**config.mk**
```make
export PLATFORM = sky130hd
export DESIGN_NAME = adcsq_top
export DESIGN_NICKNAME = d
export VERILOG_FILES = /design/src/common/adcsq_pkg.sv /design/src/verilog/adcsq_top.sv
export SDC_FILE = /design/constraint.sdc
export NUM_CORES = 2
export LEC_CHECK = 0
export ABC_AREA = 1
export ABC_CLOCK_PERIOD_IN_PS = 6300
export BUFFER_PORTS_ARGS = -buffer_cell sky130_fd_sc_hd__buf_2
export CAP_MARGIN = 20
export CELL_PAD_IN_SITES_DETAIL_PLACEMENT = 0
export CELL_PAD_IN_SITES_GLOBAL_PLACEMENT = 2
export CORE_ASPECT_RATIO = 1.1
export CORE_MARGIN = 2
export CORE_UTILIZATION = 40
export DETAILED_ROUTE_END_ITERATION = 16
export PLACE_DENSITY = 0.89
export SYNTH_ARGS = -nofsm -noshare
export SYNTH_HDL_FRONTEND = slang
export SYNTH_SLANG_ARGS = --single-unit
```
**constraint.sdc**
```tcl
create_clock -name core_clk -period 6.3 [get_ports core_clk]
set_input_delay 1.89 -clock core_clk [delete_from_list [all_inputs] [get_ports core_clk]]
set_output_delay 1.89 -clock core_clk [all_outputs]
set_load 0.1 [all_outputs]
```
**src/common/adcsq_pkg.sv**
```systemverilog
package adcsq_pkg;
  // ==========================================================================
  // register map (byte addresses)
  localparam logic [7:0] ADDR_DATA_PORT  = 8'h00;
  localparam logic [7:0] ADDR_STATUS     = 8'h04;
  localparam logic [7:0] ADDR_BOUNDS     = 8'h08;
  localparam logic [7:0] ADDR_CONTROL    = 8'h0C;
  localparam logic [7:0] ADDR_TEMP_CTRL  = 8'h10;
  localparam logic [7:0] ADDR_HOLD_CTRL  = 8'h14;
  localparam logic [7:0] ADDR_REF_AVG    = 8'h18;
  // ==========================================================================
  // sizes
  localparam int NUM_SLOTS   = 24;
  localparam int NUM_BUFS    = 25;
  localparam logic [4:0] LAST_SLOT   = 5'd23;
  localparam logic [4:0] LAST_BUF    = 5'd24;
  localparam logic [4:0] TEMP_BUF    = 5'd22;
  localparam logic [4:0] HOLD0_BUF   = 5'd23;
  localparam logic [4:0] HOLD1_BUF   = 5'd24;
  // ==========================================================================
  // status register fields
  localparam int ST_IDX_LSB   = 0;
  localparam int ST_CFG_BIT   = 8;
  localparam int ST_AVG_BIT   = 9;
  localparam int ST_AVAIL_BIT = 10;
  localparam int ST_TEMP_BIT  = 11;
  localparam int ST_HOLD0_BIT = 12;
  localparam int ST_HOLD1_BIT = 13;
  // bounds register fields
  localparam int BD_FIRST_LSB = 0;
  localparam int BD_LAST_LSB  = 8;
  // control register fields
  localparam int CN_DIV_LSB   = 0;
  localparam int CN_CONT_BIT  = 4;
  localparam int CN_GO_BIT    = 5;
  localparam int CN_LOC_BIT   = 6;
  // configuration slot fields
  localparam int CF_CHAN_LSB  = 0;
  localparam int CF_DIFF_BIT  = 5;
  localparam int CF_RANGE_LSB = 6;
  localparam int CF_ACQ_BIT   = 13;
  localparam int CF_LEFT_BIT  = 14;
  localparam int CF_ALT_LSB   = 8;
  localparam int REF_ON_BIT   = 0;
  // ==========================================================================
  // timing, in converter clocks and core clocks
  localparam int ACQ_CLKS     = 2;
  localparam int CONV_CLKS    = 13;
  localparam int READ_CLKS    = ACQ_CLKS + CONV_CLKS;
  localparam int READS_PER    = 2;
  localparam int PROC_CORE    = 4;
  localparam int POWERUP_CLKS = 20;
  localparam logic [31:0] RESP_OKAY   = 32'h0000_0000;
  localparam logic [1:0]  BRESP_OKAY  = 2'b00;
  localparam logic [1:0]  BRESP_SLVERR = 2'b10;
  // ==========================================================================
  typedef enum logic [4:0] {
    ST_IDLE    = 5'b00001,
    ST_POWERUP = 5'b00010,
    ST_SAMPLE  = 5'b00100,
    ST_PROCESS = 5'b01000,
    ST_STORE   = 5'b10000
  } adcsq_state_type;
  typedef enum logic [1:0] {
    SRC_VOLT  = 2'd0,
    SRC_HOLD0 = 2'd1,
    SRC_HOLD1 = 2'd2,
    SRC_TEMP  = 2'd3
  } adcsq_src_type;
endpackage : adcsq_pkg

```
**src/verilog/adcsq_top.sv**
```systemverilog
// Chosen here: the AXI4-Lite slave port and the placing of the registers.
`timescale 1ns/10ps
module adcsq_top
  import adcsq_pkg::*;
#(
  parameter int DATA_W = 13
) (
  input  wire logic        core_clk,
  input  wire logic        rst_b,
  input  wire logic [7:0]  s_axi_awaddr,
  input  wire logic        s_axi_awvalid,
  output logic             s_axi_awready,
  input  wire logic [31:0] s_axi_wdata,
  input  wire logic [3:0]  s_axi_wstrb,
  input  wire logic        s_axi_wvalid,
  output logic             s_axi_wready,
  output logic [1:0]       s_axi_bresp,
  output logic             s_axi_bvalid,
  input  wire logic        s_axi_bready,
  input  wire logic [7:0]  s_axi_araddr,
  input  wire logic        s_axi_arvalid,
  output logic             s_axi_arready,
  output logic [31:0]      s_axi_rdata,
  output logic [1:0]       s_axi_rresp,
  output logic             s_axi_rvalid,
  input  wire logic        s_axi_rready,
  input  wire logic        hold0_ready,
  input  wire logic        hold1_ready,
  input  wire logic [DATA_W-1:0] conv_result,
  output logic [4:0]       conv_channel,
  output logic             conv_diff,
  output logic [1:0]       conv_range,
  output logic             conv_acq_ext,
  output logic             conv_sample,
  output logic             internal_ref_on
);

  // ==========================================================================
  // register storage
  logic [15:0] cfg_slot [NUM_SLOTS];
  logic [1:0]  avg_slot [NUM_SLOTS];
  logic [15:0] result_buf [NUM_BUFS];
  logic [4:0]  slot_index;
  logic        config_select_flag;
  logic        avg_select_flag;
  logic        data_avail_flag;
  logic        temp_done_flag;
  logic        hold0_done_flag;
  logic        hold1_done_flag;
  logic [4:0]  seq_first_slot;
  logic [4:0]  seq_last_slot;
  logic [2:0]  conv_clock_divider;
  logic        continuous_select;
  logic        convert_go;
  logic        loc_override;
  logic        temp_enable;
  logic [1:0]  hold_enable;
  logic        stop_req;

  adcsq_state_type state;
  adcsq_src_type   src;
  logic [4:0]  cur_slot;
  logic        hold_turn_one;
  logic        powered;
  logic        seq_done;
  logic [7:0]  div_cnt;
  logic        conv_tick;
  logic [5:0]  clk_cnt;
  logic [3:0]  proc_cnt;
  logic [DATA_W:0] acc;

  function automatic logic [4:0] adcsq_next_slot(input logic [4:0] s);
    adcsq_next_slot = (s == LAST_SLOT) ? 5'd0 : s + 5'd1;
  endfunction : adcsq_next_slot

  function automatic logic [4:0] adcsq_next_buf(input logic [4:0] b);
    adcsq_next_buf = (b == LAST_BUF) ? 5'd0 : b + 5'd1;
  endfunction : adcsq_next_buf

  // ==========================================================================
  // axi-lite handshake: one write, one read at a time
  logic        aw_held;
  logic        w_held;
  logic [7:0]  aw_addr;
  logic [31:0] w_data;
  logic [3:0]  w_strb;
  logic        wr_fire;
  logic        rd_fire;
  logic        wr_map;

  assign wr_fire = aw_held && w_held && !s_axi_bvalid;
  assign rd_fire = s_axi_arvalid && s_axi_arready;
  assign wr_map  = (aw_addr <= ADDR_REF_AVG) && (aw_addr[1:0] == 2'b00);

  always_ff @(posedge core_clk or negedge rst_b) begin
    if (!rst_b) begin
      aw_held       <= 1'b0;
      w_held        <= 1'b0;
      aw_addr       <= 8'h00;
      w_data        <= 32'h0000_0000;
      w_strb        <= 4'h0;
      s_axi_awready <= 1'b1;
      s_axi_wready  <= 1'b1;
      s_axi_bvalid  <= 1'b0;
      s_axi_bresp   <= BRESP_OKAY;
    end else begin
      if (s_axi_awvalid && s_axi_awready) begin
        aw_held       <= 1'b1;
        aw_addr       <= s_axi_awaddr;
        s_axi_awready <= 1'b0;
      end
      if (s_axi_wvalid && s_axi_wready) begin
        w_held       <= 1'b1;
        w_data       <= s_axi_wdata;
        w_strb       <= s_axi_wstrb;
        s_axi_wready <= 1'b0;
      end
      if (wr_fire) begin
        s_axi_bvalid <= 1'b1;
        s_axi_bresp  <= wr_map ? BRESP_OKAY : BRESP_SLVERR;
        aw_held      <= 1'b0;
        w_held       <= 1'b0;
      end
      if (s_axi_bvalid && s_axi_bready) begin
        s_axi_bvalid  <= 1'b0;
        s_axi_awready <= 1'b1;
        s_axi_wready  <= 1'b1;
      end
    end
  end

  // ==========================================================================
  // read path; reads of the data port in result mode move the index
  logic [31:0] rd_word;
  logic        rd_map;

  always_comb begin
    rd_word = RESP_OKAY;
    rd_map  = 1'b1;
    unique case (s_axi_araddr)
      ADDR_DATA_PORT: begin
        if (config_select_flag && !avg_select_flag) begin
          rd_word[15:0] = cfg_slot[slot_index];
        end else if (avg_select_flag && !config_select_flag) begin
          rd_word[1:0] = avg_slot[slot_index];
        end else begin
          rd_word[15:0] = result_buf[slot_index];
        end
      end
      ADDR_STATUS: begin
        rd_word[ST_IDX_LSB +: 5] = slot_index;
        rd_word[ST_CFG_BIT]      = config_select_flag;
        rd_word[ST_AVG_BIT]      = avg_select_flag;
        rd_word[ST_AVAIL_BIT]    = data_avail_flag;
        rd_word[ST_TEMP_BIT]     = temp_done_flag;
        rd_word[ST_HOLD0_BIT]    = hold0_done_flag;
        rd_word[ST_HOLD1_BIT]    = hold1_done_flag;
      end
      ADDR_BOUNDS: begin
        rd_word[BD_FIRST_LSB +: 5] = seq_first_slot;
        rd_word[BD_LAST_LSB +: 5]  = seq_last_slot;
      end
      ADDR_CONTROL: begin
        rd_word[CN_DIV_LSB +: 3] = conv_clock_divider;
        rd_word[CN_CONT_BIT]     = continuous_select;
        rd_word[CN_GO_BIT]       = convert_go;
        rd_word[CN_LOC_BIT]      = loc_override;
      end
      ADDR_TEMP_CTRL: rd_word[0]      = temp_enable;
      ADDR_HOLD_CTRL: rd_word[1:0]    = hold_enable;
      ADDR_REF_AVG:   rd_word[REF_ON_BIT] = internal_ref_on;
      default:        rd_map = 1'b0;
    endcase
  end

  always_ff @(posedge core_clk or negedge rst_b) begin
    if (!rst_b) begin
      s_axi_arready <= 1'b1;
      s_axi_rvalid  <= 1'b0;
      s_axi_rdata   <= 32'h0000_0000;
      s_axi_rresp   <= BRESP_OKAY;
    end else begin
      if (rd_fire) begin
        s_axi_arready <= 1'b0;
        s_axi_rvalid  <= 1'b1;
        s_axi_rdata   <= rd_word;
        s_axi_rresp   <= rd_map ? BRESP_OKAY : BRESP_SLVERR;
      end else if (s_axi_rvalid && s_axi_rready) begin
        s_axi_rvalid  <= 1'b0;
        s_axi_arready <= 1'b1;
      end
    end
  end

  // ==========================================================================
  // software registers
  logic wr_data_port;
  logic wr_status;
  logic wr_control;
  logic go_write_one;
  logic go_start;
  logic rd_result;

  assign wr_data_port = wr_fire && aw_addr == ADDR_DATA_PORT && w_strb[0];
  assign wr_status    = wr_fire && aw_addr == ADDR_STATUS && w_strb[1];
  assign wr_control   = wr_fire && aw_addr == ADDR_CONTROL && w_strb[0];
  assign go_write_one = wr_control && w_data[CN_GO_BIT];
  assign go_start     = go_write_one && !convert_go;
  assign rd_result    = rd_fire && s_axi_araddr == ADDR_DATA_PORT
                        && !config_select_flag && !avg_select_flag;

  always_ff @(posedge core_clk or negedge rst_b) begin
    if (!rst_b) begin
      for (int i = 0; i < NUM_SLOTS; i++) begin
        cfg_slot[i] <= 16'h0000;
        avg_slot[i] <= 2'b00;
      end
    end else if (wr_data_port && w_strb[1] && slot_index <= LAST_SLOT) begin
      if (config_select_flag && !avg_select_flag) begin
        cfg_slot[slot_index] <= w_data[15:0];
      end else if (avg_select_flag && !config_select_flag) begin
        avg_slot[slot_index] <= w_data[1:0];
      end
    end
  end

  always_ff @(posedge core_clk or negedge rst_b) begin
    if (!rst_b) begin
      slot_index         <= 5'd0;
      config_select_flag <= 1'b0;
      avg_select_flag    <= 1'b0;
    end else if (wr_fire && aw_addr == ADDR_STATUS && w_strb[0]) begin
      slot_index <= w_data[ST_IDX_LSB +: 5] > LAST_BUF ? 5'd0 : w_data[ST_IDX_LSB +: 5];
      if (w_strb[1]) begin
        config_select_flag <= w_data[ST_CFG_BIT];
        avg_select_flag    <= w_data[ST_AVG_BIT];
      end
    end else if (rd_result) begin
      slot_index <= adcsq_next_buf(slot_index);
    end
  end

  always_ff @(posedge core_clk or negedge rst_b) begin
    if (!rst_b) begin
      seq_first_slot     <= 5'd0;
      seq_last_slot      <= 5'd0;
      conv_clock_divider <= 3'd0;
      continuous_select  <= 1'b0;
      loc_override       <= 1'b0;
      temp_enable        <= 1'b0;
      hold_enable        <= 2'b00;
      internal_ref_on    <= 1'b0;
    end else if (wr_fire) begin
      if (aw_addr == ADDR_BOUNDS && w_strb[0] && w_data[4:0] <= LAST_SLOT) begin
        seq_first_slot <= w_data[BD_FIRST_LSB +: 5];
      end
      if (aw_addr == ADDR_BOUNDS && w_strb[1] && w_data[12:8] <= LAST_SLOT) begin
        seq_last_slot <= w_data[BD_LAST_LSB +: 5];
      end
      if (wr_control) begin
        conv_clock_divider <= w_data[CN_DIV_LSB +: 3];
        continuous_select  <= w_data[CN_CONT_BIT];
        loc_override       <= w_data[CN_LOC_BIT];
      end
      if (aw_addr == ADDR_TEMP_CTRL && w_strb[0]) begin
        temp_enable <= w_data[0];
      end
      if (aw_addr == ADDR_HOLD_CTRL && w_strb[0]) begin
        hold_enable <= w_data[1:0];
      end
      if (aw_addr == ADDR_REF_AVG && w_strb[0]) begin
        internal_ref_on <= w_data[REF_ON_BIT];
      end
    end
  end

  // ==========================================================================
  // converter clock: one tick per 2*(divider+1)*4 core clocks
  always_ff @(posedge core_clk or negedge rst_b) begin
    if (!rst_b) begin
      div_cnt   <= 8'd0;
      conv_tick <= 1'b0;
    end else if (div_cnt == {conv_clock_divider, 3'b111}) begin
      div_cnt   <= 8'd0;
      conv_tick <= 1'b1;
    end else begin
      div_cnt   <= div_cnt + 8'd1;
      conv_tick <= 1'b0;
    end
  end

  // ==========================================================================
  // sequencer
  logic [15:0] cur_cfg;
  logic [4:0]  store_loc;
  logic        hold_pick;

  assign cur_cfg   = cfg_slot[cur_slot];
  assign hold_pick = (hold_enable[0] && hold0_ready) || (hold_enable[1] && hold1_ready);
  assign store_loc = src == SRC_TEMP  ? TEMP_BUF :
                     src == SRC_HOLD0 ? HOLD0_BUF :
                     src == SRC_HOLD1 ? HOLD1_BUF :
                     loc_override ? cur_cfg[CF_ALT_LSB +: 5] : cur_cfg[CF_CHAN_LSB +: 5];

  always_ff @(posedge core_clk or negedge rst_b) begin
    if (!rst_b) begin
      state         <= ST_IDLE;
      src           <= SRC_VOLT;
      cur_slot      <= 5'd0;
      hold_turn_one <= 1'b0;
      powered       <= 1'b0;
      seq_done      <= 1'b0;
      clk_cnt       <= 6'd0;
      proc_cnt      <= 4'd0;
      acc           <= '0;
      stop_req      <= 1'b0;
      convert_go    <= 1'b0;
      conv_sample   <= 1'b0;
      for (int i = 0; i < NUM_BUFS; i++) begin
        result_buf[i] <= 16'h0000;
      end
    end else begin
      if (wr_control && !w_data[CN_GO_BIT] && convert_go) begin
        stop_req <= 1'b1;
      end
      unique case (state)
        ST_IDLE: begin
          powered <= 1'b0;
          if (go_start) begin
            convert_go <= 1'b1;
            stop_req   <= 1'b0;
            cur_slot   <= seq_first_slot;
            src        <= SRC_VOLT;
            seq_done   <= 1'b0;
            clk_cnt    <= 6'd0;
            state      <= ST_POWERUP;
          end
        end
        ST_POWERUP: begin
          if (conv_tick) begin
            clk_cnt <= clk_cnt + 6'd1;
          end
          if (powered || (conv_tick && clk_cnt == 6'(POWERUP_CLKS - 1))) begin
            powered     <= 1'b1;
            clk_cnt     <= 6'd0;
            acc         <= '0;
            conv_sample <= 1'b1;
            state       <= ST_SAMPLE;
          end
        end
        ST_SAMPLE: begin
          if (conv_tick) begin
            clk_cnt <= clk_cnt + 6'd1;
            if (clk_cnt == 6'(ACQ_CLKS - 1)) begin
              conv_sample <= 1'b0;
            end
            if (clk_cnt == 6'(READ_CLKS * READS_PER - 1)) begin
              proc_cnt <= 4'd0;
              state    <= ST_PROCESS;
            end
            if (clk_cnt == 6'(READ_CLKS - 1)) begin
              acc <= {1'b0, conv_result};
            end
            if (clk_cnt == 6'(READ_CLKS)) begin
              conv_sample <= 1'b1;
            end
            if (clk_cnt == 6'(READ_CLKS + ACQ_CLKS - 1)) begin
              conv_sample <= 1'b0;
            end
          end
        end
        ST_PROCESS: begin
          proc_cnt <= proc_cnt + 4'd1;
          if (proc_cnt == 4'd0) begin
            acc <= acc + {1'b0, conv_result};
          end
          if (proc_cnt == 4'(PROC_CORE * READS_PER - 1)) begin
            state <= ST_STORE;
          end
        end
        ST_STORE: begin
          result_buf[store_loc] <= cur_cfg[CF_LEFT_BIT] && src == SRC_VOLT
                                   ? 16'({acc[DATA_W:1], 3'b000}) : 16'(acc[DATA_W:1]);
          clk_cnt <= 6'd0;
          acc     <= '0;
          if (src == SRC_VOLT) begin
            seq_done <= cur_slot == seq_last_slot;
            cur_slot <= cur_slot == seq_last_slot ? seq_first_slot : adcsq_next_slot(cur_slot);
          end
          if (src == SRC_HOLD0 || src == SRC_HOLD1) begin
            hold_turn_one <= src == SRC_HOLD0;
          end
          // pick the next source: hold between voltages, temperature at sequence end
          // the next conversion reopens through power-up (no wait once powered), so the mux outputs
          // are already settled when acquisition starts
          if (stop_req) begin
            convert_go <= 1'b0;
            state      <= ST_IDLE;
          end else if (src == SRC_VOLT && hold_pick) begin
            src <= (hold_enable[1] && hold1_ready && (hold_turn_one || !(hold_enable[0] && hold0_ready)))
                   ? SRC_HOLD1 : SRC_HOLD0;
            state <= ST_POWERUP;
          end else if ((src == SRC_VOLT ? cur_slot == seq_last_slot : seq_done) && temp_enable
                       && src != SRC_TEMP) begin
            src         <= SRC_TEMP;
            state       <= ST_POWERUP;
          end else if ((src == SRC_VOLT ? cur_slot == seq_last_slot : seq_done) && !continuous_select) begin
            convert_go <= 1'b0;
            state      <= ST_IDLE;
          end else begin
            src         <= SRC_VOLT;
            seq_done    <= 1'b0;
            state       <= ST_POWERUP;
          end
        end
      endcase
    end
  end

  // ==========================================================================
  // completion flags; a hardware set beats a software clear
  logic stored;
  assign stored = state == ST_STORE && !stop_req;

  always_ff @(posedge core_clk or negedge rst_b) begin
    if (!rst_b) begin
      data_avail_flag <= 1'b0;
      temp_done_flag  <= 1'b0;
      hold0_done_flag <= 1'b0;
      hold1_done_flag <= 1'b0;
    end else begin
      if (stored && src == SRC_VOLT && cur_slot == seq_last_slot) begin
        data_avail_flag <= 1'b1;
      end else if (go_start || (wr_status && !w_data[ST_AVAIL_BIT])) begin
        data_avail_flag <= 1'b0;
      end
      if (state == ST_STORE && src == SRC_TEMP) begin
        temp_done_flag <= 1'b1;
      end else if (wr_status && !w_data[ST_TEMP_BIT]) begin
        temp_done_flag <= 1'b0;
      end
      if (state == ST_STORE && src == SRC_HOLD0) begin
        hold0_done_flag <= 1'b1;
      end else if (wr_status && !w_data[ST_HOLD0_BIT]) begin
        hold0_done_flag <= 1'b0;
      end
      if (state == ST_STORE && src == SRC_HOLD1) begin
        hold1_done_flag <= 1'b1;
      end else if (wr_status && !w_data[ST_HOLD1_BIT]) begin
        hold1_done_flag <= 1'b0;
      end
    end
  end

  // ==========================================================================
  // converter mux outputs
  always_ff @(posedge core_clk or negedge rst_b) begin
    if (!rst_b) begin
      conv_channel <= 5'd0;
      conv_diff    <= 1'b0;
      conv_range   <= 2'b00;
      conv_acq_ext <= 1'b0;
    end else begin
      conv_channel <= store_loc;
      conv_diff    <= src == SRC_VOLT && cur_cfg[CF_DIFF_BIT];
      conv_range   <= src == SRC_VOLT ? cur_cfg[CF_RANGE_LSB +: 2] : 2'b00;
      conv_acq_ext <= src == SRC_VOLT && cur_cfg[CF_ACQ_BIT];
    end
  end

endmodule : adcsq_top
```
==> metrics.csv <==
metric,value,unit
DIE HEIGHT,374.2,µm
multi-input logic area,22380,µm²
crit end category,flop,
gpl congestion,0.8710,
register area share after synthesis,0.4887,
Pre-antenna DRT Iters,6,
critical path's slowest cell,dfrtp_4,
peak supply drop,0.2472,mV
"Slew Viols, Final",0,
Seq pwr share,0.352,
dpl cell area,51660,µm²
Pwr Density,341.9,nW/µm²
Mapped Area,49830,µm²
Core ar.,123300,µm²
minimum clock period,4.684,ns
root buffer cell,clkbuf_16,
"FF+latch count, synth",973,
post-route ant nets,0,
vias in the first global route,44270,
Cell Int Power,11700,µW
largest net degree at the start of global routing,152,
"Req. time, crit path",6.89,ns
slew margin rel.,0.2511,
hold_sp,div_cnt[0],
layout net count,6586,
DR vias,46380,
"Setup Fix Bufs, Post-CTS",0,
top post-synthesis cells by area,"dfrtp_1 49%, nand2_1 15%, o21ai_0 9.7%",
Synth cell types,50,
CTS sink count,973,
Setup-failing EPs final,0,
Longest Clk Path Bufs,3,
Final Cell Area,55580,µm²
most common library cells after synthesis,"2045 x nand2_1, 969 x dfrtp_1, 964 x o21ai_0",
f_max,213.5,MHz
Post-DP HPWL,111400,µm
sw frac,0.3845,
largest area contributor in the netlist,dfrtp_1,
Leak,0.02636,µW
Placed Instances,8008,
Synth top area share,0.4866,
crit path launch type,flop,
Worst Setup SP,cur_slot[0],
Tot Pwr,19010,µW
Final Hold Fails,0,
first-pass GRT wire length,281100,µm
IO buf count,89,
initial core utilization,0.4041,
Critical Path Max Stage Delay,0.71,ns
Final TNS setup,0,ns
YS warnings,0,
Final Non-Filler Cells,8220,
top_reg_cell synth,dfrtp_1,
GRT Util Overall,0.2857,
Worst Clk Skew,0.02583,ns
Post-Synthesis Cells,6621,
WS Path Type,reg2reg,
async set-reset flop share out of synthesis,1.000,
Post-synth EDFFs,0,
status,finished clean,
# IOs,126,
layout cells sized above 1,0.07620,
Hold Buf Count CTS,0,
die area,127400,µm²
Resized Gates After CTS,0,
arrival time at the worst endpoint,5.28,ns
DRT iter0 DRCs,4724,
"CTS clk-pin slew, worst paths",0.06,ns
"Largest delay share family, worst path",simple AND/OR/NAND/NOR gates,
Via density,5.642,
Worst R2R Start,cur_slot[0],
reported max-cap violation count,0,
final worst-path cycle share,0.7435,
total CTS buffers,112,
CP most frequent cell,nand2_1,
"count leader, synth",nand2_1,
combinational fraction of design power,0.293,
FF/Latch Area,24370,µm²
H-tree depth,3,
Die Wd,340.5,µm
Overflow after GRT,0,
Site Rows,135,
wire length per cell,22.39,µm
Net Switching,7307,µW
initial antenna violation count,1,
Hold WC Path Type,reg2reg,
# fillers,12540,
unrepaired setup endpoints after global routing,no,
DR DRC count,0,
area grow syn2layout,11.54,%
clk_lat worst skew,0.71,ns
Post-Syn Area per Cell,7.526,µm²
Clock power frac,0.355,
CTS tree,built,
"Max FO, Critical Path",69,
R2R setup slack,1.62,ns
worst slew pin tran,1.122,ns
crit-path cells,inv_6 -> buf_12 -> nand2_1 -> nand3_1 -> nand3_1 -> nand2_1 -> nand2_1 -> nand3_1 -> nand3_1 -> nand2_1 -> nand2_1 -> nand2_1 -> nand2_1 -> nor2_4 -> buf_4 -> nand2_1 -> nand2_1 -> nand2_1,
CP Buf/Inv Count,3,
final wirelength,184100,µm
## layout make-up
type                       instances  area share
multi-input combinational       4889      0.4027
tap                             1644     0.03701
clock buffer                     180     0.06341
inverter                         240     0.01655
sequential                       973      0.4385
clock inverter                    27    0.005132
antenna                            1  0.00004502
timing repair buffer             266     0.03669
## metrics by stage
| step | setup slack (ns) | utilization | hold slack, ns |
|---|---|---|---|
| after CTS | 1.700 | 0.4499 | 0.4578 |
| after global routing | 1.348 | 0.4507 | 0.4805 |
| final | 1.616 | 0.4508 | 0.4535 |
| after floorplan | 2.721 | - | 0.4318 |
| after detailed placement | 1.686 | 0.4190 | 0.4501 |
| after global placement | 1.668 | 0.4190 | 0.4476 |
## kinds of logic (layout without fill, tap and decap cells)
family | count (synthesis) | count (layout) | share of synthesized area
buffers and inverters | 776 | 713 | 0.06543
xor gates and xnor gates | 12 | 12 | 0.002109
DFF | 973 | 973 | 0.4887
muxes | 2 | 2 | 0.0004017
and+or+nand+nor | 3335 | 3335 | 0.2732
AOI/OAI and AO/OA | 1492 | 1492 | 0.1624
adders and majority gates | 30 | 30 | 0.007683
other | 1 | 19 | 0.00007525
## worst paths after layout
path / endpoint / cells past startpoint
worst max-delay path: result_buf[72] / 18
worst min-delay path: div_cnt[0] / 1
worst max register to register: result_buf[72] / 18
worst min register to register: div_cnt[0] / 1
max in group asynchronous: result_buf[298] / 2
min in group asynchronous: cfg_slot[332] / 1
## sequential cells by signal, indices dropped and copies added (netlist names), 2 cells and up
signal	flops
state	5
slot_index	5
seq_first_slot	5
w_strb	2
result_buf	400
cur_slot	5
seq_last_slot	5
clk_cnt	6
s_axi_rdata	16
src	2
conv_channel	5
conv_clock_divider	3
proc_cnt	4
avg_slot	48
hold_enable	2
conv_range	2
div_cnt	8
w_data	16
acc	14
aw_addr	8
cfg_slot	384
## layer usage
metal  wire length [µm]  track usage
met4               8309       0.1162
met1              77640       0.3918
met3              12170      0.03445
met5                  0            0
met2              85940       0.4589
## power groups by stage
stage	combinational (µW)	clock, µW	sequential (µW)
after floorplan	3250	0	6880
after global placement	5480	0	6790
after detailed placement	5470	0	6790
after CTS	5480	6830	6690
after global routing	5980	7110	6710
final	5560	6750	6700
## cell usage in the layout (no fill, tap or decap), types with 15 or more instances in the layout
master     instances
a21oi_1          247
a22oi_1           20
a31oi_1           16
buf_2             88
buf_4            159
clkbuf_1          27
clkbuf_16        117
clkbuf_8          36
clkinv_2          15
conb_1            18
dfrtp_1          962
ha_1              29
inv_1            228
nand2_1         2045
nand3_1          735
nand4_1           35
nor2_1           468
o211ai_1          66
o21ai_0          964
o221ai_1          26
o22ai_1           97
(Power assumes the default switching activity.)
